==> config.mk <==
export PLATFORM = sky130hd
export DESIGN_NAME = adc_trim_swap_dither_regs
export DESIGN_NICKNAME = d
export VERILOG_FILES = /design/src/common/adc_cfg_pkg.sv /design/src/design/swap_sequencer.sv /design/src/design/adc_trim_swap_dither_regs.sv
export SDC_FILE = /design/constraint.sdc
export NUM_CORES = 1
export LEC_CHECK = 0
export BUFFER_PORTS_ARGS = -buffer_cell sky130_fd_sc_hd__clkbuf_2
export CAP_MARGIN = 25
export CORE_MARGIN = 3
export CORE_UTILIZATION = 50
export DETAILED_ROUTE_END_ITERATION = 8
export HOLD_SLACK_MARGIN = 0.02
export PLACE_DENSITY = 0.76
export SYNTH_ARGS = -nofsm -noshare
export SYNTH_HDL_FRONTEND = slang
export SYNTH_HIERARCHICAL = 1
export SYNTH_SLANG_ARGS = --single-unit
==> constraint.sdc <==
create_clock -name clk -period 2.58 [get_ports clk]
set_clock_uncertainty 0.05 [all_clocks]
set_input_delay 0.129 -clock clk [delete_from_list [all_inputs] [get_ports clk]]
set_output_delay 0.129 -clock clk [all_outputs]
set_load 0.02 [all_outputs]
==> src/common/adc_cfg_pkg.sv <==
package adc_cfg_pkg;

  localparam int ADDR_W = 16;
  localparam int DATA_W = 8;
  localparam int DLY_W = 5;
  localparam int OVL_CNT_W = 7;
  localparam int NUM_CH = 4;
  localparam int CORE_W = 2;

  localparam logic [ADDR_W-1:0] TRIM_A_ADDR = 16'h007E;
  localparam logic [ADDR_W-1:0] TRIM_B_ADDR = 16'h007F;
  localparam logic [ADDR_W-1:0] TRIM_C_ADDR = 16'h0080;
  localparam logic [ADDR_W-1:0] TRIM_D_ADDR = 16'h0081;
  localparam logic [ADDR_W-1:0] OVERLAP_DLY_ADDR = 16'h009A;
  localparam logic [ADDR_W-1:0] SELECT_DLY_ADDR = 16'h009B;
  localparam logic [ADDR_W-1:0] DITHER_CTRL_ADDR = 16'h009D;

  localparam logic [DATA_W-1:0] TRIM_RESET = 8'h00;
  localparam logic [DLY_W-1:0] OVERLAP_DLY_RESET = 5'h08;
  localparam logic [DLY_W-1:0] SELECT_DLY_RESET = 5'h07;
  localparam logic [DATA_W-1:0] UNMAPPED_READ = 8'h00;

  localparam int DLY_LSB = 0;
  localparam int DITHER_EN_BIT = 0;
  localparam int DITHER_AMP_BIT = 1;
  localparam int DITHER_ERR_BIT = 2;

  // Overlap length is OVERLAP_BASE + 2 * delay converter cycles
  localparam logic [OVL_CNT_W-1:0] OVERLAP_BASE = 7'h04;

  typedef struct packed {
    logic wr;
    logic rd;
    logic [ADDR_W-1:0] addr;
    logic [DATA_W-1:0] wdata;
  } regReq_t;

  typedef struct packed {
    logic roundingErrorSelect;
    logic ditherAmplitudeSelect;
    logic ditherEnable;
  } ditherCtrl_t;

  typedef logic [NUM_CH-1:0][DATA_W-1:0] trimBank_t;

  typedef struct packed {
    logic start;
    logic [CORE_W-1:0] target;
  } swapReq_t;

  typedef enum logic [0:0] {SEQ_IDLE, SEQ_SWAP} seqState_t;

endpackage : adc_cfg_pkg

==> src/design/swap_sequencer.sv <==
`timescale 1ns/10ps
module swap_sequencer
  import adc_cfg_pkg::*;
(
  input wire logic clk,
  input wire logic rst_b,
  input wire logic ce,
  input swapReq_t swapReq,
  input wire logic [DLY_W-1:0] overlapDelay,
  input wire logic [DLY_W-1:0] selectDelay,
  output logic overlapActive,
  output logic [CORE_W-1:0] steeringSelect,
  output logic swapBusy
);

  typedef struct packed {
    seqState_t st;
    logic [OVL_CNT_W-1:0] ovCnt;
    logic [OVL_CNT_W-1:0] ovLen;
    logic [DLY_W-1:0] selCnt;
    logic [DLY_W-1:0] selDly;
    logic selDone;
    logic overlap;
    logic [CORE_W-1:0] target;
    logic [CORE_W-1:0] muxSel;
  } seqRegs_t;

  seqRegs_t q, d;

  always_comb begin
    d = q;
    case (q.st)
      SEQ_IDLE: begin
        if (swapReq.start) begin
          // Delays captured at swap start so a late write cannot tear a swap
          d.st = SEQ_SWAP;
          d.ovCnt = '0;
          d.selCnt = '0;
          d.ovLen = OVERLAP_BASE + {1'b0, overlapDelay, 1'b0};
          d.selDly = selectDelay;
          d.selDone = 1'b0;
          d.overlap = 1'b1;
          d.target = swapReq.target;
        end
      end
      SEQ_SWAP: begin
        if (q.overlap) begin
          d.ovCnt = q.ovCnt + 7'h01;
          if (q.ovCnt == q.ovLen - 7'h01) begin
            d.overlap = 1'b0;
          end
        end
        if (!q.selDone) begin
          if (q.selCnt == q.selDly) begin
            d.muxSel = q.target;
            d.selDone = 1'b1;
          end else begin
            d.selCnt = q.selCnt + 5'h01;
          end
        end
        if (!d.overlap && d.selDone) begin
          d.st = SEQ_IDLE;
        end
      end
      default: begin
        d.st = SEQ_IDLE;
      end
    endcase
  end

  always_ff @(posedge clk or negedge rst_b) begin
    if (!rst_b) begin
      q <= '{st: SEQ_IDLE, default: '0};
    end else if (ce) begin
      q <= d;
    end
  end

  assign overlapActive = q.overlap;
  assign steeringSelect = q.muxSel;
  assign swapBusy = (q.st == SEQ_SWAP);
endmodule : swap_sequencer

==> src/design/adc_trim_swap_dither_regs.sv <==
`timescale 1ns/10ps
// Functional notes
// The four channel termination trims load the fused values after reset and stay readable and writable.
// The host writes the overlap delay only while calibration is disabled.
// During a core swap both cores sample the same input for four plus twice the overlap delay cycles.
// The overlap delay is five bits, takes 0 to 31 and resets to eight.
// At a reduced converter clock the host may choose an overlap delay of seven.
// The select delay is added to the steering select and only acts during core swaps.
// The select delay is five bits, takes 0 to 31 and resets to seven.
// The host writes reserved bits as zero.
// Dither control bit 0 enables core dither.
// Dither control bit 1 picks small (0) or large (1) dither amplitude.
// Dither control bit 2 picks whether rounding error hits noise ratio (0) or offset and spurs (1).
// Swap counters clear at the start of every swap and count converter cycles.
module adc_trim_swap_dither_regs
  import adc_cfg_pkg::*;
(
  input wire logic clk,
  input wire logic rst_b,
  input wire logic ce,
  input regReq_t regReq,
  input trimBank_t fuseTrim,
  input swapReq_t swapReq,
  output logic [DATA_W-1:0] regRdata,
  output trimBank_t termTrim,
  output logic [DLY_W-1:0] overlapDelay,
  output logic [DLY_W-1:0] selectDelay,
  output ditherCtrl_t ditherCtrl,
  output logic overlapActive,
  output logic [CORE_W-1:0] steeringSelect,
  output logic swapBusy,
  output logic fuseLoaded
);

  typedef struct packed {
    logic loaded;
    trimBank_t trim;
    logic [DLY_W-1:0] ovl;
    logic [DLY_W-1:0] sel;
    ditherCtrl_t dith;
    logic [DATA_W-1:0] rdata;
  } regState_t;

  localparam logic [ADDR_W-1:0] TRIM_BASE [NUM_CH] = '{TRIM_A_ADDR, TRIM_B_ADDR, TRIM_C_ADDR, TRIM_D_ADDR};

  regState_t q, d;
  logic [NUM_CH-1:0] trimHit;
  swapReq_t seqReq;

  genvar ch;
  generate
    for (ch = 0; ch < NUM_CH; ch++) begin : gTrimDecode
      assign trimHit[ch] = (regReq.addr == TRIM_BASE[ch]);

    end
  endgenerate

  always_comb begin
    d = q;
    if (!q.loaded) begin
      // Fuse pins are only sampled after reset release, never under reset
      d.trim = fuseTrim;
      d.loaded = 1'b1;
    end else begin
      if (regReq.wr) begin
        for (int i = 0; i < NUM_CH; i++) begin
          if (trimHit[i]) begin
            d.trim[i] = regReq.wdata;
          end
        end
        // Reserved upper bits are dropped; the host keeps them zero
        if (regReq.addr == OVERLAP_DLY_ADDR) begin
          d.ovl = regReq.wdata[DLY_LSB +: DLY_W];
        end
        if (regReq.addr == SELECT_DLY_ADDR) begin
          d.sel = regReq.wdata[DLY_LSB +: DLY_W];
        end
        if (regReq.addr == DITHER_CTRL_ADDR) begin
          d.dith.ditherEnable = regReq.wdata[DITHER_EN_BIT];
          d.dith.ditherAmplitudeSelect = regReq.wdata[DITHER_AMP_BIT];
          d.dith.roundingErrorSelect = regReq.wdata[DITHER_ERR_BIT];
        end
      end
    end
    if (regReq.rd) begin
      d.rdata = UNMAPPED_READ;
      for (int i = 0; i < NUM_CH; i++) begin
        if (trimHit[i]) begin
          d.rdata = q.trim[i];
        end
      end
      if (regReq.addr == OVERLAP_DLY_ADDR) begin
        d.rdata = {3'h0, q.ovl};
      end
      if (regReq.addr == SELECT_DLY_ADDR) begin
        d.rdata = {3'h0, q.sel};
      end
      if (regReq.addr == DITHER_CTRL_ADDR) begin
        d.rdata = {5'h00, q.dith};
      end
    end
  end

  always_ff @(posedge clk or negedge rst_b) begin
    if (!rst_b) begin
      q <= '{loaded: 1'b0, trim: {NUM_CH{TRIM_RESET}}, ovl: OVERLAP_DLY_RESET,
             sel: SELECT_DLY_RESET, dith: '0, rdata: '0};
    end else if (ce) begin
      q <= d;
    end
  end

  assign regRdata = q.rdata;
  assign termTrim = q.trim;
  assign overlapDelay = q.ovl;
  assign selectDelay = q.sel;
  assign ditherCtrl = q.dith;
  assign fuseLoaded = q.loaded;

  // Swap requests are dropped until the fuse load so the trims are settled first
  assign seqReq = '{start: swapReq.start & q.loaded, target: swapReq.target};

  swap_sequencer uSeq (
    .clk(clk),
    .rst_b(rst_b),
    .ce(ce),
    .swapReq(seqReq),
    .overlapDelay(q.ovl),
    .selectDelay(q.sel),
    .overlapActive(overlapActive),
    .steeringSelect(steeringSelect),
    .swapBusy(swapBusy)
  );
endmodule : adc_trim_swap_dither_regs

==> impl_metrics.py <==
metrics = {
    "route": {
        "vias": 4011,
        "dr_wl_met3_um": 679,
        "final_antenna_net_count": 0,
        "vias_per_cell": 5.62,
        "drtIter0Drc": 185,
        "firstDrtPassIters": 5,
        "route.top_layer_used": "met4",
        "wl_mm": 12.2,
        "wl_met1_mm": 5.01,
        "route.met2.wl_mm": 6.36,
        "drc_errors": 0,
        "routedWlPerCell_um": 17.1,
    },
    "setup_path": {
        "regToRegEndpoint": "selectDelay[3]",
        "reg2regPathDepth": 5,
        "r2r_start": "fuseLoaded",
        "reg2reg_setup_slack_ps": 550,
        "cp_slowest_stage_delay_ps": 420,
        "path_max_fanout": 39,
        "critPathArrivalTime_ps": 2240,
        "critPathCaptureType": "flop",
        "critPathLaunchType": "flop",
        "cp.required_ps": 2780,
        "crit_buf_inv": 1,
        "cpMaxStageDelayCell": "nor2_1",
        "crit_chain": "buf_4, and2_1, nand2_1, nor2_1, mux2_2",
        "setup.worst_path.class": "flop to flop",
        "crit_family": "simple AND/OR/NAND/NOR gates",
    },
    "synth": {
        "synth_seq_area_share_pct": 45.6,
        "synth_ff_type": "dfrtp_1",
        "synth.ff_latch_count": 84,
        "synth_area_leaders": "dfrtp_1 (43%), mux2_1 (7.1%), nand2_1 (5.0%)",
        "synth_edf_count": 0,
        "ys_types": 59,
        "ys_top_cells_by_count": "dfrtp_1 (80), nand2_1 (61), o21ai_0 (42)",
        "synth_most_common_cell": "dfrtp_1",
        "yosys.area.top_type": "dfrtp_1",
        "ys_async_sr_fraction_pct": 100,
        "syn_avg_cell_area_um2": 9.84,
        "synthesis.area_um2": 4620,
        "postSynthCellCount": 470,
        "synth_top_area_share_pct": 43.3,
        "ys_warn_count": 6,
        "syn_nets": 538,
    },
    "cts": {
        "cts_resized": 0,
        "clkTransAtPathRegs_ps": 100,
        "clkLatencyLatePin_ps": 360,
        "cts_buffers": 9,
        "post_cts_buffers": 0,
        "hold_buffers": 7,
        "cts_sinks": 84,
        "htreeDepth": 3,
        "clk_path_buf_depth": 2,
        "cts_tree": "yes",
        "clockRootBuffer": "clkbuf_8",
    },
    "die": {
        "die_w_um": 102,
        "num_io_pins": 122,
        "coreArea_um2": 8850,
        "die-area_um2": 10400,
        "fp.dieH_um": 102,
        "start_util_pct": 52.2,
        "fp-row-count": 34,
    },
    "power": {
        "power_frac_comb_pct": 22.6,
        "p_sw_mw": 1.11,
        "switching_share_pct": 33.1,
        "p_leak_nw": 2.93,
        "vdd_ir_drop_max_uv": 280,
        "power.density_nw_per_um2": 593,
        "power.share.clock_pct": 29.5,
        "intPower_mw": 2.24,
        "pwr-share-seq_pct": 48.0,
    },
    "hold_path": {
        "min-delay-start": "fuseTrim[15]",
        "min_to": "termTrim[15]",
        "min_path_type": "primary input to flop",
        "worstHoldPathCells": 4,
    },
    "outcome": {
        "status": "finished, final reports clean",
    },
    "timing": {
        "worst_pin_slew_ps": 691,
        "min_period_over_period_pct": 78.8,
        "fin_tns_setup_ps": 0,
        "max_freq_ghz": 0.492,
        "period_needed_ps": 2030,
        "hold_violations": 0,
        "setup_viol": 0,
        "slew_viol_final": 0,
        "grt_setup_unrepaired": "no",
        "maxSlewHeadroom_pct": 54.0,
    },
    "global_route": {
        "grt_max_degree": 55,
        "antenna_found_initial": 0,
        "grt_overflow": 0,
        "grt_pass1_wl_mm": 19.7,
        "grt_usage_pct": 24.4,
        "grt_pass1_vias": 4028,
    },
    "finish": {
        "num_antenna_cells": 0,
        "nets": 669,
        "drive_above_1_share_pct": 30.5,
        "area_growth_pct": 22.1,
        "final_area_um2": 5640,
        "final_util_pct": 63.8,
    },
    "placement": {
        "port_buffers": 121,
        "dpl.hpwl_mm": 9.29,
        "gp_congestion": 0.911,
        "post_dp_cell_area_um2": 5360,
    },
    "run": {
        "maxCapViolCount": 0,
    },
}
-- power groups by stage --
stage	Clock [mW]	Sequential, mW	Combinational (mW)
3_5_place_dp	0	1.63	0.749
4_1_cts	1.01	1.61	0.761
2_1_floorplan	0	1.66	0.460
3_3_place_gp	0	1.62	0.727
6_report	0.987	1.61	0.756
5_1_grt	1.08	1.63	0.836
-- layout by cell type (no fill, tap or decap), types with 3 or more instances in the layout --
cell / instances
inv_1: 41
xnor2_1: 6
or3_1: 7
mux2_4: 8
o31ai_1: 6
clkbuf_8: 9
inv_6: 3
dfrtp_1: 80
xor2_1: 10
and2_1: 4
or4_1: 3
clkbuf_2: 120
buf_4: 12
mux2i_1: 7
nand2_1: 61
dlygate4sd3_1: 8
mux2_2: 12
dfstp_2: 4
a22o_1: 3
mux2_1: 29
a221oi_1: 6
nor4_1: 8
o21ai_0: 42
a21oi_1: 12
ha_1: 4
nor3_1: 4
nand4_1: 6
o21ai_1: 18
o211ai_1: 3
nand3_1: 10
nor2_1: 17
-- worst max path at each step --
stage,start,to,slack (ps),depth (start not counted)
2_1_floorplan,fuseLoaded,uSeq/q[15],320,8
3_3_place_gp,regReq[17],termTrim[6],310,6
3_5_place_dp,regReq[23],termTrim[19],260,6
4_1_cts,fuseLoaded,selectDelay[3],530,5
5_1_grt,fuseLoaded,selectDelay[3],390,5
6_report,fuseLoaded,selectDelay[3],550,5
-- logic make-up (layout without fill, tap and decap cells) --
| family | after synthesis | in the layout | synth area share [%] |
|---|---|---|---|
| fa+ha+maj | 4 | 4 | 1.08 |
| compound gates | 106 | 106 | 14.3 |
| simple gates | 142 | 142 | 16.2 |
| mux | 56 | 56 | 14.1 |
| flops | 84 | 84 | 45.6 |
| buf+inv | 62 | 198 | 5.71 |
| xor+xnor | 16 | 16 | 3.03 |
-- metrics by stage --
step / power [mW] / worst slack, ps / hold slack, ps / cells
after detailed placement: 2.38 / 265 / 169 / 690
after CTS: 3.37 / 528 / 24.6 / 713
after global placement: 2.35 / 310 / 165 / 690
after global routing: 3.55 / 395 / 68.4 / 714
final: 3.35 / 546 / 67.0 / 714
after floorplan: 2.12 / 324 / -217 / 470
-- registers in the layout, indices dropped and copies added, names as in the netlist --
register / cells
ditherCtrl: 3
fuseLoaded: 1
overlapDelay: 5
regRdata: 8
selectDelay: 5
termTrim: 32
uSeq/overlapActive: 1
uSeq/q: 26
uSeq/steeringSelect: 2
uSeq/swapBusy: 1
-- cell type report --
type | instances | area (um2)
clock buffers | 9 | 124
clock inverters | 7 | 81.3
fillers | 760 | 3200
inverters | 41 | 154
multi-input cells | 324 | 2250
flip-flops and latches | 84 | 2110
well taps | 108 | 135
repair buffers | 141 | 791
-- worst reg2reg max path: stages, from the launching register on --
cell,delay (ps)
dfrtp_1,390
buf_4,330
and2_1,200
nand2_1,130
nor2_1,420
mux2_2,390
-- metal layers --
| metal | vias up | track usage [%] |
|---|---|---|
| li1 | 1933 | - |
| met5 | - | 0 |
| met2 | 135 | 42.6 |
| met4 | 0 | 7.27 |
| met1 | 1930 | 30.0 |
| met3 | 13 | 5.87 |
Note: power is estimated with default switching activity, not from simulation.
